**config.mk**
```make
export PLATFORM = sky130hd
export DESIGN_NAME = loop_tuning_regs
export DESIGN_NICKNAME = d
export VERILOG_FILES = /design/src/hw/haptic_pkg.sv /design/src/hw/sample_hold.sv /design/src/hw/fallback_seq.sv /design/src/hw/loop_tuning_regs.sv
export SDC_FILE = /design/constraint.sdc
export NUM_CORES = 1
export LEC_CHECK = 0
export ABC_AREA = 1
export ABC_CLOCK_PERIOD_IN_PS = 4700
export CAP_MARGIN = 40
export CORE_ASPECT_RATIO = 1.1
export CORE_UTILIZATION = 50
export DETAILED_ROUTE_END_ITERATION = 10
export DONT_BUFFER_PORTS = 1
export RECOVER_POWER = 100
export SYNTH_ARGS = -nofsm -noshare
export SYNTH_HDL_FRONTEND = slang
export SYNTH_SLANG_ARGS = --single-unit
```
**constraint.sdc**
```tcl
create_clock -name sys_clk -period 4.7 [get_ports sys_clk]
set_clock_uncertainty 0.05 [all_clocks]
set_input_delay 0 -clock sys_clk [delete_from_list [all_inputs] [get_ports sys_clk]]
set_output_delay 0 -clock sys_clk [all_outputs]
set_load 0.01 [all_outputs]
```
**src/hw/haptic_pkg.sv**
```systemverilog
// constants for the loop-tuning register bank of the haptic driver
// assumes a 40 MHz system clock and an 8-bit register access port
package haptic_pkg;

	// ----------------------------------------------------------------
	// register offsets
	// ----------------------------------------------------------------
	localparam logic [7:0] ADDR_LOOP_TUNING   = 8'h1F;
	localparam logic [7:0] ADDR_OL_PERIOD     = 8'h20;
	localparam logic [7:0] ADDR_SUPPLY        = 8'h21;
	localparam logic [7:0] ADDR_RESONANCE     = 8'h22;

	// ----------------------------------------------------------------
	// field positions
	// ----------------------------------------------------------------
	localparam int         FB_CNT_MSB         = 7;
	localparam int         FB_CNT_LSB         = 6;
	localparam int         FB_EN_BIT          = 5;
	localparam int         INTERVAL_BIT       = 4;
	localparam int         BLANK_MSB          = 3;
	localparam int         BLANK_LSB          = 2;
	localparam int         DISS_MSB           = 1;
	localparam int         DISS_LSB           = 0;
	localparam int         OL_CODE_MSB        = 6;

	// ----------------------------------------------------------------
	// reset values
	// ----------------------------------------------------------------
	localparam logic [7:0] LOOP_TUNING_RST    = 8'h80;
	localparam logic [7:0] OL_PERIOD_RST      = 8'h00;
	localparam logic [7:0] SUPPLY_RST         = 8'h00;
	localparam logic [7:0] RESONANCE_RST      = 8'h00;
	localparam logic [7:0] READ_ZERO          = 8'h00;

	// attempts = code + base, codes 0..3 give 3..6
	localparam logic [2:0] FB_ATTEMPT_BASE    = 3'h3;

	// ----------------------------------------------------------------
	// timing
	// ----------------------------------------------------------------
	localparam int         CLK_PERIOD_NS      = 25;
	localparam int         STEP_SLOW_MS       = 5;
	localparam int         STEP_FAST_MS       = 1;
	localparam int         STEP_SLOW_CYC      =
		STEP_SLOW_MS * 1000000 / CLK_PERIOD_NS;
	localparam int         STEP_FAST_CYC      =
		STEP_FAST_MS * 1000000 / CLK_PERIOD_NS;
	// 98.46 us held in hundredths of a microsecond
	localparam int         OL_UNIT_US_X100    = 9846;
	localparam int         OL_UNIT_CYC        =
		OL_UNIT_US_X100 * 10 / CLK_PERIOD_NS;

	// supply scale: volts = code * 5.6 / 255
	localparam int         SUPPLY_FULL_MV     = 5600;
	localparam int         SUPPLY_CODE_MAX    = 255;

	// ----------------------------------------------------------------
	// fall-back sequencer states
	// ----------------------------------------------------------------
	typedef enum logic [2:0] {
		FB_IDLE   = 3'b001,
		FB_CLOSED = 3'b010,
		FB_OPEN   = 3'b100
	} fb_state_t;

endpackage

```
**src/hw/sample_hold.sv**
```systemverilog
// register that software may write and the drive engine refreshes
// assumes samples arrive on sys_clk from the measurement logic
`timescale 1ns/100ps
module sample_hold #(
	parameter int           W       = 8,
	parameter logic [W-1:0] RST_VAL = '0
) (
	input  wire logic         sys_clk,
	input  wire logic         reset,
	input  wire logic         host_load,
	input  wire logic [W-1:0] host_data,
	input  wire logic         live,
	input  wire logic         sample_valid,
	input  wire logic [W-1:0] sample_data,
	output logic      [W-1:0] value
);
	logic [W-1:0] value_ff;
	logic [W-1:0] nxt_value;

	// an empty register cannot be built
	if (W < 1) begin : g_bad_width
		$error("sample_hold: W must be at least 1");
	end

	// hardware refresh wins over a host write in the same cycle
	always_comb begin
		nxt_value = value_ff;
		if (live && sample_valid) begin
			nxt_value = sample_data;
		end else if (host_load) begin
			nxt_value = host_data;
		end
	end

	always_ff @(posedge sys_clk or posedge reset) begin
		if (reset) begin
			value_ff <= RST_VAL;
		end else begin
			value_ff <= nxt_value;
		end
	end

	assign value = value_ff;
endmodule

```
**src/hw/fallback_seq.sv**
```systemverilog
// counts failed synchronisation attempts and latches open-loop fall-back
// assumes attempt and back-emf pulses come from the loop on sys_clk
`timescale 1ns/100ps
module fallback_seq (
	input  wire logic       sys_clk,
	input  wire logic       reset,
	input  wire logic       play_active,
	input  wire logic       lra_select,
	input  wire logic       auto_fallback_enable,
	input  wire logic [2:0] attempt_limit,
	input  wire logic       sync_attempt_fail,
	input  wire logic       bemf_detect,
	output logic            fell_back
);
	haptic_pkg::fb_state_t state_ff;
	haptic_pkg::fb_state_t nxt_state;
	logic [2:0]            fail_cnt_ff;
	logic [2:0]            nxt_fail_cnt;

	always_comb begin
		nxt_state    = state_ff;
		nxt_fail_cnt = fail_cnt_ff;
		case (state_ff)
			haptic_pkg::FB_IDLE: begin
				nxt_fail_cnt = 3'h0;
				if (play_active) nxt_state = haptic_pkg::FB_CLOSED;
			end
			haptic_pkg::FB_CLOSED: begin
				if (!play_active) begin
					nxt_state = haptic_pkg::FB_IDLE;
				end else if (bemf_detect) begin
					nxt_fail_cnt = 3'h0;
				end else if (sync_attempt_fail) begin
					nxt_fail_cnt = fail_cnt_ff + 3'h1;
					// disabled bit means closed loop forever
					if (auto_fallback_enable && lra_select &&
						nxt_fail_cnt >= attempt_limit) begin
						nxt_state = haptic_pkg::FB_OPEN;
					end
				end
			end
			haptic_pkg::FB_OPEN: begin
				// held until the waveform ends, even if re-synced
				if (!play_active) nxt_state = haptic_pkg::FB_IDLE;
			end
			default: nxt_state = haptic_pkg::FB_IDLE;
		endcase
	end

	always_ff @(posedge sys_clk or posedge reset) begin
		if (reset) begin
			state_ff    <= haptic_pkg::FB_IDLE;
			fail_cnt_ff <= 3'h0;
		end else begin
			state_ff    <= nxt_state;
			fail_cnt_ff <= nxt_fail_cnt;
		end
	end

	assign fell_back = (state_ff == haptic_pkg::FB_OPEN);

	chk_fallback_cause: assert property (@(posedge sys_clk) disable iff (reset)
		$rose(fell_back) |-> $past(auto_fallback_enable) && $past(lra_select)
		&& $past(fail_cnt_ff) + 3'h1 >= $past(attempt_limit))
		else $error("fall-back without enable or enough attempts");
	chk_fallback_hold: assert property (@(posedge sys_clk) disable iff (reset)
		fell_back && play_active |=> fell_back)
		else $error("open loop left before waveform end");
endmodule

```
**src/hw/loop_tuning_regs.sv**
```systemverilog
// loop-tuning register bank of a haptic actuator driver
// assumes the serial slave presents decoded byte accesses on sys_clk
// and that the drive engine signals run on the same clock
//
// Overview of operation
// - two-bit code sets 3 to 6 attempts
// - enable bit permits open-loop fall-back for LRA
// - interval bit picks 5 ms or 1 ms steps
// - bits 3-2 give blanking setting upper bits
// - bits 1-0 give dissipation setting upper bits
// - open-loop period is code times 98.46 us
// - supply reading is live eight-bit voltage code
// - readings refresh only during waveform playback
// - resonance period code reported in 98.46 us units
`timescale 1ns/100ps
module loop_tuning_regs #(
	parameter int STEP_SLOW_CYCLES = haptic_pkg::STEP_SLOW_CYC,
	parameter int STEP_FAST_CYCLES = haptic_pkg::STEP_FAST_CYC,
	parameter int OL_UNIT_CYCLES   = haptic_pkg::OL_UNIT_CYC
) (
	input  wire logic       sys_clk,
	input  wire logic       reset,
	input  wire logic [7:0] reg_addr,
	input  wire logic [7:0] reg_wdata,
	input  wire logic       reg_wr,
	input  wire logic       reg_rd,
	output logic      [7:0] reg_rdata,
	input  wire logic       play_active,
	input  wire logic       lra_select,
	input  wire logic       open_loop_select,
	input  wire logic       sync_attempt_fail,
	input  wire logic       bemf_detect,
	input  wire logic [7:0] supply_sample,
	input  wire logic       supply_sample_valid,
	input  wire logic [7:0] resonance_sample,
	input  wire logic       resonance_sample_valid,
	input  wire logic [1:0] blank_low_bits,
	input  wire logic [1:0] diss_low_bits,
	output logic      [2:0] fallback_attempt_count,
	output logic            auto_fallback_enable,
	output logic            open_loop_drive,
	output logic      [6:0] open_loop_period_code,
	output logic            ol_period_tick,
	output logic            playback_tick,
	output logic      [3:0] blank_window_setting,
	output logic      [3:0] dissipation_window_setting
);
	localparam int STEP_W = $clog2(STEP_SLOW_CYCLES + 1);
	localparam int UNIT_W = $clog2(OL_UNIT_CYCLES + 1);

	if (STEP_FAST_CYCLES < 1 ||
		STEP_SLOW_CYCLES < STEP_FAST_CYCLES) begin : g_bad_step
		$error("loop_tuning_regs: bad playback step counts");
	end
	if (OL_UNIT_CYCLES < 1) begin : g_bad_unit
		$error("loop_tuning_regs: bad open-loop unit count");
	end

	// ----------------------------------------------------------------
	// register writes
	// ----------------------------------------------------------------
	logic [7:0] tuning_ff;
	logic [7:0] nxt_tuning;
	logic [6:0] ol_code_ff;
	logic [6:0] nxt_ol_code;
	logic [7:0] reg_rdata_ff;
	logic [7:0] nxt_rdata;
	logic [7:0] supply_code;
	logic [7:0] resonance_code;
	logic       wr_supply;
	logic       wr_resonance;

	assign wr_supply    = reg_wr && reg_addr == haptic_pkg::ADDR_SUPPLY;
	assign wr_resonance = reg_wr && reg_addr == haptic_pkg::ADDR_RESONANCE;

	always_comb begin
		nxt_tuning  = tuning_ff;
		nxt_ol_code = ol_code_ff;
		if (reg_wr && reg_addr == haptic_pkg::ADDR_LOOP_TUNING) begin
			nxt_tuning = reg_wdata;
		end
		// top bit is reserved and never stored
		if (reg_wr && reg_addr == haptic_pkg::ADDR_OL_PERIOD) begin
			nxt_ol_code = reg_wdata[haptic_pkg::OL_CODE_MSB:0];
		end
	end

	// ----------------------------------------------------------------
	// read path
	// ----------------------------------------------------------------
	always_comb begin
		nxt_rdata = reg_rdata_ff;
		if (reg_rd) begin
			case (reg_addr)
				haptic_pkg::ADDR_LOOP_TUNING: nxt_rdata = tuning_ff;
				haptic_pkg::ADDR_OL_PERIOD:   nxt_rdata = {1'b0, ol_code_ff};
				haptic_pkg::ADDR_SUPPLY:      nxt_rdata = supply_code;
				haptic_pkg::ADDR_RESONANCE:   nxt_rdata = resonance_code;
				default:                      nxt_rdata = haptic_pkg::READ_ZERO;
			endcase
		end
	end

	always_ff @(posedge sys_clk or posedge reset) begin
		if (reset) begin
			tuning_ff    <= haptic_pkg::LOOP_TUNING_RST;
			ol_code_ff   <= haptic_pkg::OL_PERIOD_RST[6:0];
			reg_rdata_ff <= haptic_pkg::READ_ZERO;
		end else begin
			tuning_ff    <= nxt_tuning;
			ol_code_ff   <= nxt_ol_code;
			reg_rdata_ff <= nxt_rdata;
		end
	end

	assign reg_rdata = reg_rdata_ff;

	// ----------------------------------------------------------------
	// live readings
	// ----------------------------------------------------------------
	// stale outside playback: host must read while a waveform runs
	sample_hold #(
		.W       (8),
		.RST_VAL (haptic_pkg::SUPPLY_RST)
	) u_supply (
		.sys_clk      (sys_clk),
		.reset        (reset),
		.host_load    (wr_supply),
		.host_data    (reg_wdata),
		.live         (play_active),
		.sample_valid (supply_sample_valid),
		.sample_data  (supply_sample),
		.value        (supply_code)
	);

	sample_hold #(
		.W       (8),
		.RST_VAL (haptic_pkg::RESONANCE_RST)
	) u_resonance (
		.sys_clk      (sys_clk),
		.reset        (reset),
		.host_load    (wr_resonance),
		.host_data    (reg_wdata),
		.live         (play_active),
		.sample_valid (resonance_sample_valid),
		.sample_data  (resonance_sample),
		.value        (resonance_code)
	);

	// ----------------------------------------------------------------
	// decoded controls
	// ----------------------------------------------------------------
	logic fell_back;

	assign fallback_attempt_count = {1'b0,
		tuning_ff[haptic_pkg::FB_CNT_MSB:haptic_pkg::FB_CNT_LSB]}
		+ haptic_pkg::FB_ATTEMPT_BASE;
	assign auto_fallback_enable = tuning_ff[haptic_pkg::FB_EN_BIT];
	assign blank_window_setting = {
		tuning_ff[haptic_pkg::BLANK_MSB:haptic_pkg::BLANK_LSB],
		blank_low_bits};
	assign dissipation_window_setting = {
		tuning_ff[haptic_pkg::DISS_MSB:haptic_pkg::DISS_LSB],
		diss_low_bits};
	assign open_loop_period_code = ol_code_ff;

	fallback_seq u_fallback (
		.sys_clk              (sys_clk),
		.reset                (reset),
		.play_active          (play_active),
		.lra_select           (lra_select),
		.auto_fallback_enable (auto_fallback_enable),
		.attempt_limit        (fallback_attempt_count),
		.sync_attempt_fail    (sync_attempt_fail),
		.bemf_detect          (bemf_detect),
		.fell_back            (fell_back)
	);

	// selected open loop and automatic fall-back share one period source
	assign open_loop_drive = lra_select && play_active &&
		(open_loop_select || fell_back);

	// ----------------------------------------------------------------
	// playback step timer
	// ----------------------------------------------------------------
	logic [STEP_W-1:0] step_cnt_ff;
	logic [STEP_W-1:0] nxt_step_cnt;
	logic [STEP_W-1:0] step_last;
	logic              step_tick_ff;
	logic              nxt_step_tick;

	assign step_last = tuning_ff[haptic_pkg::INTERVAL_BIT] ?
		STEP_W'(STEP_FAST_CYCLES - 1) : STEP_W'(STEP_SLOW_CYCLES - 1);

	always_comb begin
		nxt_step_cnt  = '0;
		nxt_step_tick = 1'b0;
		if (play_active) begin
			// interval change mid-step takes effect at once
			if (step_cnt_ff >= step_last) begin
				nxt_step_tick = 1'b1;
			end else begin
				nxt_step_cnt = step_cnt_ff + STEP_W'(1);
			end
		end
	end

	always_ff @(posedge sys_clk or posedge reset) begin
		if (reset) begin
			step_cnt_ff  <= '0;
			step_tick_ff <= 1'b0;
		end else begin
			step_cnt_ff  <= nxt_step_cnt;
			step_tick_ff <= nxt_step_tick;
		end
	end

	assign playback_tick = step_tick_ff;

	// ----------------------------------------------------------------
	// open-loop period timer
	// ----------------------------------------------------------------
	logic [UNIT_W-1:0] unit_cnt_ff;
	logic [UNIT_W-1:0] nxt_unit_cnt;
	logic [6:0]        units_ff;
	logic [6:0]        nxt_units;
	logic              ol_tick_ff;
	logic              nxt_ol_tick;

	// code zero means no period: the timer stays idle and never ticks rather than spin
	always_comb begin
		nxt_unit_cnt = '0;
		nxt_units    = 7'h00;
		nxt_ol_tick  = 1'b0;
		if (open_loop_drive && ol_code_ff != 7'h00) begin
			nxt_units = units_ff;
			if (unit_cnt_ff == UNIT_W'(OL_UNIT_CYCLES - 1)) begin
				if (units_ff + 7'h01 >= ol_code_ff) begin
					nxt_units   = 7'h00;
					nxt_ol_tick = 1'b1;
				end else begin
					nxt_units = units_ff + 7'h01;
				end
			end else begin
				nxt_unit_cnt = unit_cnt_ff + UNIT_W'(1);
			end
		end
	end

	always_ff @(posedge sys_clk or posedge reset) begin
		if (reset) begin
			unit_cnt_ff <= '0;
			units_ff    <= 7'h00;
			ol_tick_ff  <= 1'b0;
		end else begin
			unit_cnt_ff <= nxt_unit_cnt;
			units_ff    <= nxt_units;
			ol_tick_ff  <= nxt_ol_tick;
		end
	end

	assign ol_period_tick = ol_tick_ff;

	// ----------------------------------------------------------------
	// checks
	// ----------------------------------------------------------------
	chk_attempt_decode: assert property (@(posedge sys_clk) disable iff (reset)
		reg_wr && reg_addr == haptic_pkg::ADDR_LOOP_TUNING |=>
		fallback_attempt_count == $past(reg_wdata[7:6]) + 3'h3)
		else $error("attempt count does not follow written code");
	chk_blank_upper: assert property (@(posedge sys_clk) disable iff (reset)
		reg_wr && reg_addr == haptic_pkg::ADDR_LOOP_TUNING |=>
		blank_window_setting[3:2] == $past(reg_wdata[3:2]))
		else $error("blanking upper bits wrong");
	chk_diss_upper: assert property (@(posedge sys_clk) disable iff (reset)
		reg_wr && reg_addr == haptic_pkg::ADDR_LOOP_TUNING |=>
		dissipation_window_setting[3:2] == $past(reg_wdata[1:0]))
		else $error("dissipation upper bits wrong");
	chk_low_join: assert property (@(posedge sys_clk) disable iff (reset)
		$stable(blank_low_bits) && $stable(diss_low_bits) |->
		blank_window_setting[1:0] == blank_low_bits &&
		dissipation_window_setting[1:0] == diss_low_bits)
		else $error("lower setting bits not joined");
	chk_ol_reserved: assert property (@(posedge sys_clk) disable iff (reset)
		reg_rd && reg_addr == haptic_pkg::ADDR_OL_PERIOD |=>
		!reg_rdata[7])
		else $error("reserved period bit reads one");
	chk_ol_tick_mode: assert property (@(posedge sys_clk) disable iff (reset)
		ol_period_tick |-> $past(open_loop_drive) &&
		$past(ol_code_ff) != 7'h00)
		else $error("open-loop tick outside open-loop drive");
	chk_step_length: assert property (@(posedge sys_clk) disable iff (reset)
		play_active && $past(play_active) && playback_tick &&
		$stable(tuning_ff[4]) |-> $past(step_cnt_ff) == step_last)
		else $error("playback step ended at wrong count");
	chk_supply_track: assert property (@(posedge sys_clk) disable iff (reset)
		play_active && supply_sample_valid |=>
		supply_code == $past(supply_sample))
		else $error("supply reading not refreshed");
	chk_reading_hold: assert property (@(posedge sys_clk) disable iff (reset)
		!play_active && !wr_supply && !wr_resonance |=>
		$stable(supply_code) && $stable(resonance_code))
		else $error("reading changed outside playback");
	chk_period_track: assert property (@(posedge sys_clk) disable iff (reset)
		play_active && resonance_sample_valid |=>
		resonance_code == $past(resonance_sample))
		else $error("resonance reading not refreshed");
	chk_fallback_drive: assert property (@(posedge sys_clk) disable iff (reset)
		$rose(fell_back) && lra_select && play_active |-> open_loop_drive)
		else $error("fall-back did not select open loop");

	cov_fallback: cover property (@(posedge sys_clk) disable iff (reset)
		$rose(fell_back));
	cov_fast_step: cover property (@(posedge sys_clk) disable iff (reset)
		playback_tick && tuning_ff[4]);
	cov_ol_tick: cover property (@(posedge sys_clk) disable iff (reset)
		ol_period_tick && fell_back);
	cov_read_period: cover property (@(posedge sys_clk) disable iff (reset)
		reg_rd && reg_addr == haptic_pkg::ADDR_RESONANCE && play_active);
endmodule

```
## Word-level counts from Yosys, hierarchy flattened

Cells that the tools add are included.

| operators by class | value |
|---|---|
| equal/unequal tests | 16 |
| mux-type cells | 29 |
| order comparisons | 3 |
| $mul | 0 |
| divide/modulo/power cells | 0 |
| bitwise logic cells | 0 |
| add/subtract/negate cells | 5 |
| reductions and logical operators | 18 |
| shifts and indexed selects | 0 |

Operator list:

| cell | number |
|---|---|
| 2-to-1 mux 18 bit | 3 |
| 2-to-1 mux 8 bit | 4 |
| case mux 8 bit (4 select lines) | 1 |
| 2-to-1 mux 3 bit | 9 |
| == test 8 x 6 -> 1 bit (second input constant) | 3 |
| 2-to-1 mux 12 bit | 2 |
| 2-to-1 mux 7 bit | 3 |
| adder 18 x 1 -> 18 bit (second input constant) | 1 |
| >= comparator 18 bit | 1 |
| adder 12 x 1 -> 12 bit (second input constant) | 1 |
| == test 12 bit (second input constant) | 1 |
| logical AND 1 bit | 11 |
| inequality test 3 bit (second input constant) | 3 |
| case mux 3 bit (3 select lines) | 1 |
| == test 8 x 5 -> 1 bit (second input constant) | 1 |
| adder 7 x 1 -> 7 bit (second input constant) | 1 |
| >= comparator 7 bit | 1 |
| nonzero test 7 bit | 1 |
| inequality test 2 bit (second input constant) | 3 |
| case mux 3 bit (2 select lines) | 1 |
| nonzero test 2 bit | 3 |
| 2-to-1 mux 1 bit | 5 |
| AND reduction 5 bit | 1 |
| adder 2 x 2 -> 3 bit (second input constant) | 1 |
| other kinds (9) | 9 |

| word-level totals | value |
|---|---|
| word-level logic and storage cells | 83 |
| memory bits (read-only) | 0 |
| latch bits | 0 |
| bits in writable memories | 0 |
| bits of input ports | 47 |
| flip-flop bits (word level) | 84 |
| memories kept | 0 |

## Longest topological paths before layout

Gate-level depths: netlist of the first run.

| logic depth | value |
|---|---|
| depth in word-level cells | 8 |
| gate-level depth with buffers | 14 |
| gate-level depth less buffers | 14 |

## Cells and area by module

From an unflattened synthesis of the first run, not the netlist that was laid out.

| unflattened totals | value |
|---|---|
| cell total of the unflattened synthesis | 726 |
| area, all modules | 5397.7 um^2 |

By module, submodules not included:

| module | instances | seq. area each (um^2) | cells each | area each (um^2) |
|---|---|---|---|---|
| loop_tuning_regs | 1 | 1552.7 | 512 | 3882.5 |
| sample_hold | 2 | 200.2 | 71 | 493.0 |
| fallback_seq | 1 | 151.4 | 72 | 529.3 |

## Worst setup path before layout of the first run

Ideal clock, no wire load.

| timing path | value |
|---|---|
| path type | register -> register |
| from | reg units_ff[0] |
| to | reg units_ff[0] |
| path slack | 2.586 ns |
| arrival | 1.999 ns |
| required time | 4.585 ns |
| path buffers | 0 |
| cell stages (with the launch flop) | 15 |
| path through | dfrtp_1 > ha_1 > nand3_1 > nor2_1 > nand2_1 > nand2_1 > nand2_1 > ha_1 > nand2_1 > inv_1 > a21oi_1 > nand2_1 > nor2_1 > nand3_1 > nand2_1 |

| on the way | value |
|---|---|
| cells in the longest elaborated chain, start to end | 5 |

RTL lines:

| element | RTL line | text |
|---|---|---|
| start, declared | loop_tuning_regs.sv:225 | `logic [6:0] units_ff;` |
| start signal, assigned | loop_tuning_regs.sv:257 | `units_ff <= nxt_units;` |
| adder 7 x 1 -> 7 bit (*) | loop_tuning_regs.sv:238, loop_tuning_regs.sv:242 |  |
| >= comparator 7 bit | loop_tuning_regs.sv:238 | `if (units_ff + 7'h01 >= ol_code_ff) begin` |
| 2-to-1 mux 7 bit (*) | loop_tuning_regs.sv:238 |  |
| 2-to-1 mux 7 bit (*) | loop_tuning_regs.sv:237 | `if (unit_cnt_ff == UNIT_W'(OL_UNIT_CYCLES - 1)) begin` |
| 2-to-1 mux 7 bit (*) | loop_tuning_regs.sv:235 | `if (open_loop_drive && ol_code_ff != 7'h00) begin` |

Mark *: on every way between the ends. The rest lies on a longest branch, timed or not. The select of a mux whose other input is x is not followed.
A chain may end at the register's enable or synchronous reset.

## Worst setup path after layout of the first run

| timing path | value |
|---|---|
| from | reg units_ff[0] |
| to | reg units_ff[1] |

Same word-level chain as after synthesis.

==> run summary, run 1 <==
RUN STATUS
-------------------------------------------------------------------------------------
Failing checks ......................................................... capacitance limit, slew limit
Outcome ................................................................ complete, but fails checks

FINAL LAYOUT
-------------------------------------------------------------------------------------
Fraction of final layout cells sized beyond drive strength 1 ...........       0.0622
Post-route core utilization ............................................        0.597
Filler cells ...........................................................          897
Area growth, synth to finish ...........................................        13.5%
Number of standard cells in the final layout excluding fillers .........          808
Final #Nets ............................................................          754
Commonest cells after routing, fill and taps aside ..................... 149 x sky130_fd_sc_hd__nand2_1, 92 x sky130_fd_sc_hd__nor2_1, 82 x sky130_fd_sc_hd__dfrtp_1
Most frequent standard cell in the layout excluding fill and tap cells . sky130_fd_sc_hd__nand2_1
Diodes inserted ........................................................            0

SETUP PATH
-------------------------------------------------------------------------------------
Endpoint class of the critical path ....................................     register
Critical path required time ............................................      4.95 ns
Worst stage delay on the critical path .................................      0.42 ns
Cell Chain, Critical Path .............................................. ha_1 > nand3_1 > nor2_1 > nand2_1 > nand2_1 > nand2_1 > ha_1 > nand2_1 > inv_1 > a21oi_1 > nand2_1 > nor2_1 > nand3_1 > nand2_1
Logic depth of the worst register-to-register path .....................           14
Worst path slowest cell ................................................ sky130_fd_sc_hd__dfrtp_1
Source of the critical timing path .....................................  units_ff[0]
Reg-to-Reg End .........................................................  units_ff[1]
Startpoint type of the worst setup path ................................     register
Arrival time worst endpoint ............................................      2.76 ns
Most prevalent standard cell on the critical path ...................... sky130_fd_sc_hd__nand2_1
Crit-path max FO .......................................................            8
Setup CP Type ..........................................................   reg -> reg
Critical register-to-register path startpoint ..........................  units_ff[0]
Setup slack of the worst register-to-register path .....................      2.19 ns

STA
-------------------------------------------------------------------------------------
Measured slew at the worst slew-check pin ..............................      1.62 ns
Final sum of negative setup slack ......................................         0 ns
Min cycle time layout ..................................................      2.51 ns
Hold violation total from the final report .............................            0
RSZ-0062 raised after global routing ...................................           no
Slew headroom ..........................................................      -0.0860
Post-route clock period utilization ....................................        0.533
Hold slack .............................................................    0.0343 ns
Highest clock frequency the design can meet ............................      399 MHz
Count of final setup violators .........................................            0
Slew Viols, Final ......................................................           27
Setup WS post-layout ...................................................      2.19 ns

WORST HOLD PATH
-------------------------------------------------------------------------------------
Hold Path Stages .......................................................            3
Min-Delay Path Class ...................................................    in -> reg
Origin of the worst min-delay path .....................................  play_active
Destination of the worst hold path ..................................... u_resonance.value[6]

ROUTING
-------------------------------------------------------------------------------------
1st-iter DRT viols .....................................................          268
Total iterations of the first detailed-routing run .....................            6
DRC violations left ....................................................            0
Via total after detailed routing .......................................         4281
Average vias per placed instance .......................................         5.30
Mean routed wirelength per cell ........................................      14.9 um
Final WL ...............................................................     12000 um
ANT nets after route ...................................................            0

PLACED DESIGN
-------------------------------------------------------------------------------------
Routability congestion estimate from global placement ..................        0.836
Number of placed instances, taps included ..............................          741
Pre-CTS setup slack ....................................................      2.19 ns
DPL Wire Length ........................................................      8500 um
Port Buf Inserts .......................................................            0

CLOCK TREE
-------------------------------------------------------------------------------------
Clock Latency Late Sink ................................................      0.36 ns
Depth of the CTS H-tree ................................................            3
Clock buffer depth .....................................................            2
Number of gates resized after cts ......................................            0
Clock transition at the registers of the reported paths ................      0.09 ns
CTS tree ...............................................................          yes
Count of clock tree sinks ..............................................           84
Root Buffer ............................................................ sky130_fd_sc_hd__clkbuf_8
Total CTS buffers ......................................................            9

FLOORPLAN
-------------------------------------------------------------------------------------
Top-level port count ...................................................           77
Core region area .......................................................   9540 sq um
X dimension of the die .................................................      97.5 um
Initial Utilization ....................................................        0.526
Die outline area .......................................................  10400 sq um
Num rows ...............................................................           37
Die boundary height ....................................................       107 um

SYNTHESIS
-------------------------------------------------------------------------------------
Syn_nets ...............................................................          707
Mapped Area ............................................................   5020 sq um
Count of distinct cell types in the synthesized netlist ................           34
Post-Synthesis Mean Instance Area ......................................   7.85 sq um
Flops & latches, synth .................................................           84
Total of warnings raised by yosys ......................................            0
Post-Synthesis Cells ...................................................          639
Sequential area share after synthesis ..................................        0.419

GRT
-------------------------------------------------------------------------------------
Antenna violations before repair .......................................            0
Global-route usage over all layers .....................................        0.240
Vias in the first global route .........................................         4086
GRT overflow ...........................................................            0
Largest net degree at the start of global routing ......................           60
First-pass GRT wire length .............................................     19600 um

PWR
-------------------------------------------------------------------------------------
Leakage power total ....................................................      2.79 nW
Largest vdd supply drop ................................................   0.000157 V
P per Cell Area ........................................................  285 nW/um^2

RUN
-------------------------------------------------------------------------------------
# Max-Cap Violations ...................................................            1

[per-stage QoR]
step | cell area (sq um) | power (mW)
final | 5690 | 1.62
after global placement | 5040 | 1.03
after detailed placement | 5040 | 1.04
after global routing | 5690 | 1.71
after floorplan | 5020 | 0.993
after CTS | 5760 | 1.64
[synth_stat cells]
master                     number  area, sq um
sky130_fd_sc_hd__nand2_1      144          541
sky130_fd_sc_hd__nor2_1        89          334
sky130_fd_sc_hd__dfrtp_1       82         2050
sky130_fd_sc_hd__inv_1         73          274
sky130_fd_sc_hd__nand3_1       71          355
sky130_fd_sc_hd__a21oi_1       27          135
sky130_fd_sc_hd__o21ai_0       22          110
sky130_fd_sc_hd__ha_1          21          263
sky130_fd_sc_hd__mux2i_1       17          170
sky130_fd_sc_hd__xor2_1        12          105
sky130_fd_sc_hd__buf_4         11         82.6
sky130_fd_sc_hd__nor3_1         8         40.0
sky130_fd_sc_hd__nor2_2         7         43.8
sky130_fd_sc_hd__nor2_4         7         78.8
sky130_fd_sc_hd__nand2_2        6         37.5
sky130_fd_sc_hd__xnor2_1        6         52.6
sky130_fd_sc_hd__nand3_2        5         50.1
sky130_fd_sc_hd__a21oi_2        4         35.0
sky130_fd_sc_hd__buf_6          4         45.0
sky130_fd_sc_hd__nand4_1        4         25.0
sky130_fd_sc_hd__dfstp_2        2         52.6
sky130_fd_sc_hd__nand2_4        2         22.5
sky130_fd_sc_hd__nand3b_1       2         15.0
sky130_fd_sc_hd__o21ai_1        2         10.0
sky130_fd_sc_hd__o21bai_1       2         15.0
sky130_fd_sc_hd__a21boi_0       1         7.51
sky130_fd_sc_hd__buf_2          1         5.00
sky130_fd_sc_hd__clkinv_2       1         5.00
sky130_fd_sc_hd__nand3_4        1         17.5
sky130_fd_sc_hd__nor3_2         1         10.0
sky130_fd_sc_hd__o21ai_2        1         8.76
sky130_fd_sc_hd__o22ai_1        1         6.26
sky130_fd_sc_hd__or2_0          1         6.26
sky130_fd_sc_hd__or3_1          1         6.26
[cells by family (layout without fill, tap and decap cells)]
| kind of cell | count (synthesis) | count (layout) | share of synthesized area |
|---|---|---|---|
| AO/OA/AOI/OAI | 60 | 60 | 0.0653 |
| XOR/XNOR | 18 | 18 | 0.0314 |
| adder cells (fa/ha/maj) | 21 | 21 | 0.0524 |
| buffers and inverters | 90 | 142 | 0.0820 |
| flip-flops | 84 | 84 | 0.419 |
| multiplexers | 17 | 17 | 0.0339 |
| AND/OR/NAND/NOR | 349 | 349 | 0.315 |
[metal layers]
| metal | GRT usage | up-vias | part of all wire |
|---|---|---|---|
| met1 | 0.304 | 2002 | 0.43 |
| met2 | 0.403 | 113 | 0.48 |
| li1 | - | 2140 | - |
| met3 | 0.0548 | 26 | 0.059 |
| met4 | 0.0882 | 0 | 0.025 |
| met5 | 0 | - | 0 |
[how the worst max path moves through the flow]
stage | cells past startpoint | to
floorplan | 1 | ol_period_tick
global placement | 14 | units_ff[6]
detailed placement | 14 | units_ff[2]
CTS | 14 | units_ff[0]
global route | 3 | step_cnt_ff[12]
finish | 14 | units_ff[1]
[power by group]
| part | switching [mW] | internal, mW |
|---|---|---|
| logic | 0.148 | 0.110 |
| clock network | 0.275 | 0.276 |
| registers | 0.0419 | 0.773 |
[critical path: cells and delay by family (launching register included)]
kind            cells  cell delay [ns]
fa+ha+maj           2             0.53
compound gates      1             0.13
simple gates       10             1.26
buf+inv             1             0.04
flops               1             0.42
[final cells by class]
class | count | area [sq um] | area share
Timing Repair Buffer | 52 | 515 | 0.0905
Sequential cell | 84 | 2100 | 0.370
Clock inverter | 5 | 60.1 | 0.0105
Multi-Input combinational cell | 465 | 2430 | 0.428
Clock buffer | 11 | 151 | 0.0266
Tap cell | 117 | 146 | 0.0257
Inverter | 74 | 280 | 0.0492
[flip-flops by register name, indices dropped and copies added, names as in the netlist]
| name | count |
|---|---|
| step_cnt_ff | 18 |
| unit_cnt_ff | 12 |
| reg_rdata | 8 |
| tuning_ff | 8 |
| u_resonance.value | 8 |
| u_supply.value | 8 |
| open_loop_period_code | 7 |
| units_ff | 7 |
| u_fallback.fail_cnt_ff | 3 |
| u_fallback.state_ff | 3 |
| ol_period_tick | 1 |
| playback_tick | 1 |
[what timing repair did]
action	4_1_cts	5_1_grt
endpoints found under the hold margin	97	0
buffers inserted	0	0
hold buffers	51	0
(Power assumes the default switching activity.)
==> run 2, diff against run 1 <==
--- a/config.mk
+++ b/config.mk
@@ -6,7 +6,7 @@
 export NUM_CORES = 1
 export LEC_CHECK = 0
 export ABC_AREA = 1
-export ABC_CLOCK_PERIOD_IN_PS = 4700
+export ABC_CLOCK_PERIOD_IN_PS = 2600
 export CAP_MARGIN = 40
 export CORE_ASPECT_RATIO = 1.1
 export CORE_UTILIZATION = 50
==> constraint.sdc (replaced) <==
create_clock -name sys_clk -period 2.6 [get_ports sys_clk]
set_clock_uncertainty 0.05 [all_clocks]
set_input_delay 0 -clock sys_clk [delete_from_list [all_inputs] [get_ports sys_clk]]
set_output_delay 0 -clock sys_clk [all_outputs]
set_load 0.01 [all_outputs]
==> run 2 against run 1 <==
- the run still ends with capacitance limit, slew limit left
- sequential power is 80% higher
- core utilization about the same
- die area is the same
- power rose by 76%
- worst hold slack improved by 0.019 ns
- fmax increased by 7.2%
- critical path depth is 3 lower
- combinational power is 80% higher
- sequential share of layout area barely moved
==> run summary, run 2 (same netlist as run 1, synthesis figures left out) <==
FINAL LAYOUT
-------------------------------------------------------------------------------------
Largest register FFs ...................................................           18
Largest registers ranked by flip-flop count ............................ step_cnt_ff x18, unit_cnt_ff x12
Fraction of final layout cells sized beyond drive strength 1 ...........       0.0634
Top reg by flops .......................................................  step_cnt_ff
Filler cells ...........................................................          895
Final #Nets ............................................................          757
Commonest cells after routing, fill and taps aside ..................... 147 x sky130_fd_sc_hd__nand2_1, 92 x sky130_fd_sc_hd__nor2_1, 82 x sky130_fd_sc_hd__dfrtp_1
Storage element area ...................................................   2100 sq um
Most frequent standard cell in the layout excluding fill and tap cells . sky130_fd_sc_hd__nand2_1
Multi-input combinational cell area ....................................   2440 sq um
Diodes inserted ........................................................            0
Area growth, synth to finish ...........................................        13.5%

FLOORPLAN
-------------------------------------------------------------------------------------
Core region area .......................................................   9540 sq um
Top-level port count ...................................................           77
X dimension of the die .................................................      97.5 um
Die outline area .......................................................  10400 sq um
Initial Utilization ....................................................        0.526
Die boundary height ....................................................       107 um
Num rows ...............................................................           37

PWR
-------------------------------------------------------------------------------------
P per Cell Area ........................................................  502 nW/um^2
Leakage power total ....................................................      2.78 nW
Largest vdd supply drop ................................................   0.000372 V

STA
-------------------------------------------------------------------------------------
Highest clock frequency the design can meet ............................      428 MHz
Measured slew at the worst slew-check pin ..............................      2.04 ns
Slew headroom ..........................................................       -0.368
Post-route clock period utilization ....................................        0.899
RSZ-0062 raised after global routing ...................................           no
Count of final setup violators .........................................            0
Setup WS post-layout ...................................................     0.262 ns
Final sum of negative setup slack ......................................         0 ns
Slew Viols, Final ......................................................           74
Min cycle time layout ..................................................      2.34 ns
Hold violation total from the final report .............................            0

ROUTING
-------------------------------------------------------------------------------------
Total iterations of the first detailed-routing run .....................            4
ANT nets after route ...................................................            0
DRC violations left ....................................................            0
Via total after detailed routing .......................................         4238
Average vias per placed instance .......................................         5.23
Final WL ...............................................................     12100 um
1st-iter DRT viols .....................................................          234
Mean routed wirelength per cell ........................................      14.9 um

SETUP PATH
-------------------------------------------------------------------------------------
Critical path required time ............................................      2.85 ns
Worst stage delay on the critical path .................................      0.55 ns
Setup slack of the worst register-to-register path .....................      0.26 ns
Worst path slowest cell ................................................ sky130_fd_sc_hd__dlygate4sd3_1
Setup CP Type ..........................................................   reg -> reg
Arrival time worst endpoint ............................................      2.58 ns
Critical register-to-register path startpoint .......................... u_fallback.fail_cnt_ff[0]
Endpoint class of the critical path ....................................     register
Combined buffer and inverter count along the critical path .............            2
Kind of cell adding the most delay to the critical path ................ buffers and inverters
Source of the critical timing path ..................................... u_fallback.fail_cnt_ff[0]
Crit-path max FO .......................................................            3
Startpoint type of the worst setup path ................................     register
Most prevalent standard cell on the critical path ...................... sky130_fd_sc_hd__nand2_1
Cell Chain, Critical Path .............................................. ha_1 > xnor2_1 > inv_1 > ha_1 > a21oi_1 > nand3_1 > nand3_1 > nand2_1 > nand2_1 > nand2_1 > dlygate4sd3_1

CLOCK TREE
-------------------------------------------------------------------------------------
Count of clock tree sinks ..............................................           84
CTS tree ...............................................................          yes
Root Buffer ............................................................ sky130_fd_sc_hd__clkbuf_8
Clock buffer depth .....................................................            2
Number of buffers inserted to repair setup after CTS ...................            0
Clock Latency Late Sink ................................................      0.36 ns
Clock transition at the registers of the reported paths ................      0.09 ns
Depth of the CTS H-tree ................................................            3
Total CTS buffers ......................................................            9

RUN STATUS
-------------------------------------------------------------------------------------
Outcome ................................................................ complete, but fails checks
Failing checks ......................................................... capacitance limit, slew limit

GRT
-------------------------------------------------------------------------------------
Global-route usage over all layers .....................................        0.241
Vias in the first global route .........................................         4179
GRT overflow ...........................................................            0
First-pass GRT wire length .............................................     19700 um
Largest net degree at the start of global routing ......................           47
Antenna violations before repair .......................................            0

PLACED DESIGN
-------------------------------------------------------------------------------------
DPL Wire Length ........................................................      8520 um
Routability congestion estimate from global placement ..................        0.839
Pre-CTS setup slack ....................................................     0.352 ns
Port Buf Inserts .......................................................            0

RUN
-------------------------------------------------------------------------------------
# Max-Cap Violations ...................................................            2

WORST HOLD PATH
-------------------------------------------------------------------------------------
Origin of the worst min-delay path .....................................  play_active
Min-Delay Path Class ...................................................    in -> reg

==> run 2: changes by cell type in the layout (fill, tap and decap cells not counted), moves of 2 or more <==
cell,delta
sky130_fd_sc_hd__clkbuf_1,+3
sky130_fd_sc_hd__clkbuf_8,-2
sky130_fd_sc_hd__clkinv_4,-2
sky130_fd_sc_hd__nand2_2,+2
sky130_fd_sc_hd__nand2_1,-2
==> run 2: report_power, final <==
| part | switching (mW) | leakage, nW | total (mW) | internal, mW |
|---|---|---|---|---|
| clock network | 0.476 | 0.0866 | 0.920 | 0.444 |
| registers | 0.0751 | 1.06 | 1.47 | 1.40 |
| logic | 0.267 | 1.63 | 0.467 | 0.200 |
==> run 2: what timing repair did <==
action	in CTS	in global routing
gates resized for setup	0	0
endpoints found under the hold margin	114	0
hold buffers	52	0
==> run 2: path summary, 6_finish.rpt <==
kind                                          end  cells after the start
hold reg to reg                    unit_cnt_ff[0]                      1
setup reg to reg           u_fallback.state_ff[0]                     11
max in group asynchronous    u_resonance.value[0]                      3
setup / recovery           u_fallback.state_ff[0]                     11
hold / removal                  u_supply.value[6]                      3
min in group asynchronous          unit_cnt_ff[5]                      2
==> run 2: layout make-up <==
type,instances,share of cell area
timing repair buffer,55,0.0945
multi-input combinational,465,0.428
tap,117,0.0257
sequential,84,0.370
clock buffer,12,0.0237
clock inverter,4,0.00879
inverter,74,0.0492
==> run 2: worst min-delay path: stages <==
cell                      delay, ns
sky130_fd_sc_hd__nand2_2       0.14
sky130_fd_sc_hd__mux2i_1       0.20
sky130_fd_sc_hd__a21oi_1       0.08
==> run 2: stage by stage <==
step	power (mW)	utilization	hold WS, ns	area (sq um)	std cells
2_1_floorplan	1.80	-	0.0418	5020	639
3_3_place_gp	1.86	0.530	-0.0499	5050	743
3_5_place_dp	1.87	0.530	-0.0499	5050	743
4_1_cts	2.90	0.604	0.00906	5760	811
5_1_grt	3.00	0.597	0.0600	5690	811
6_report	2.86	0.597	0.0531	5690	811
==> run 2: layer usage <==
layer | share of wire | wire length, um | GRT usage | vias up
li1 | - | - | - | 2140
met1 | 0.45 | 5380 | 0.300 | 1999
met2 | 0.49 | 5870 | 0.409 | 79
met3 | 0.040 | 487 | 0.0430 | 20
met4 | 0.027 | 326 | 0.109 | 0
met5 | 0 | 0 | 0 | -
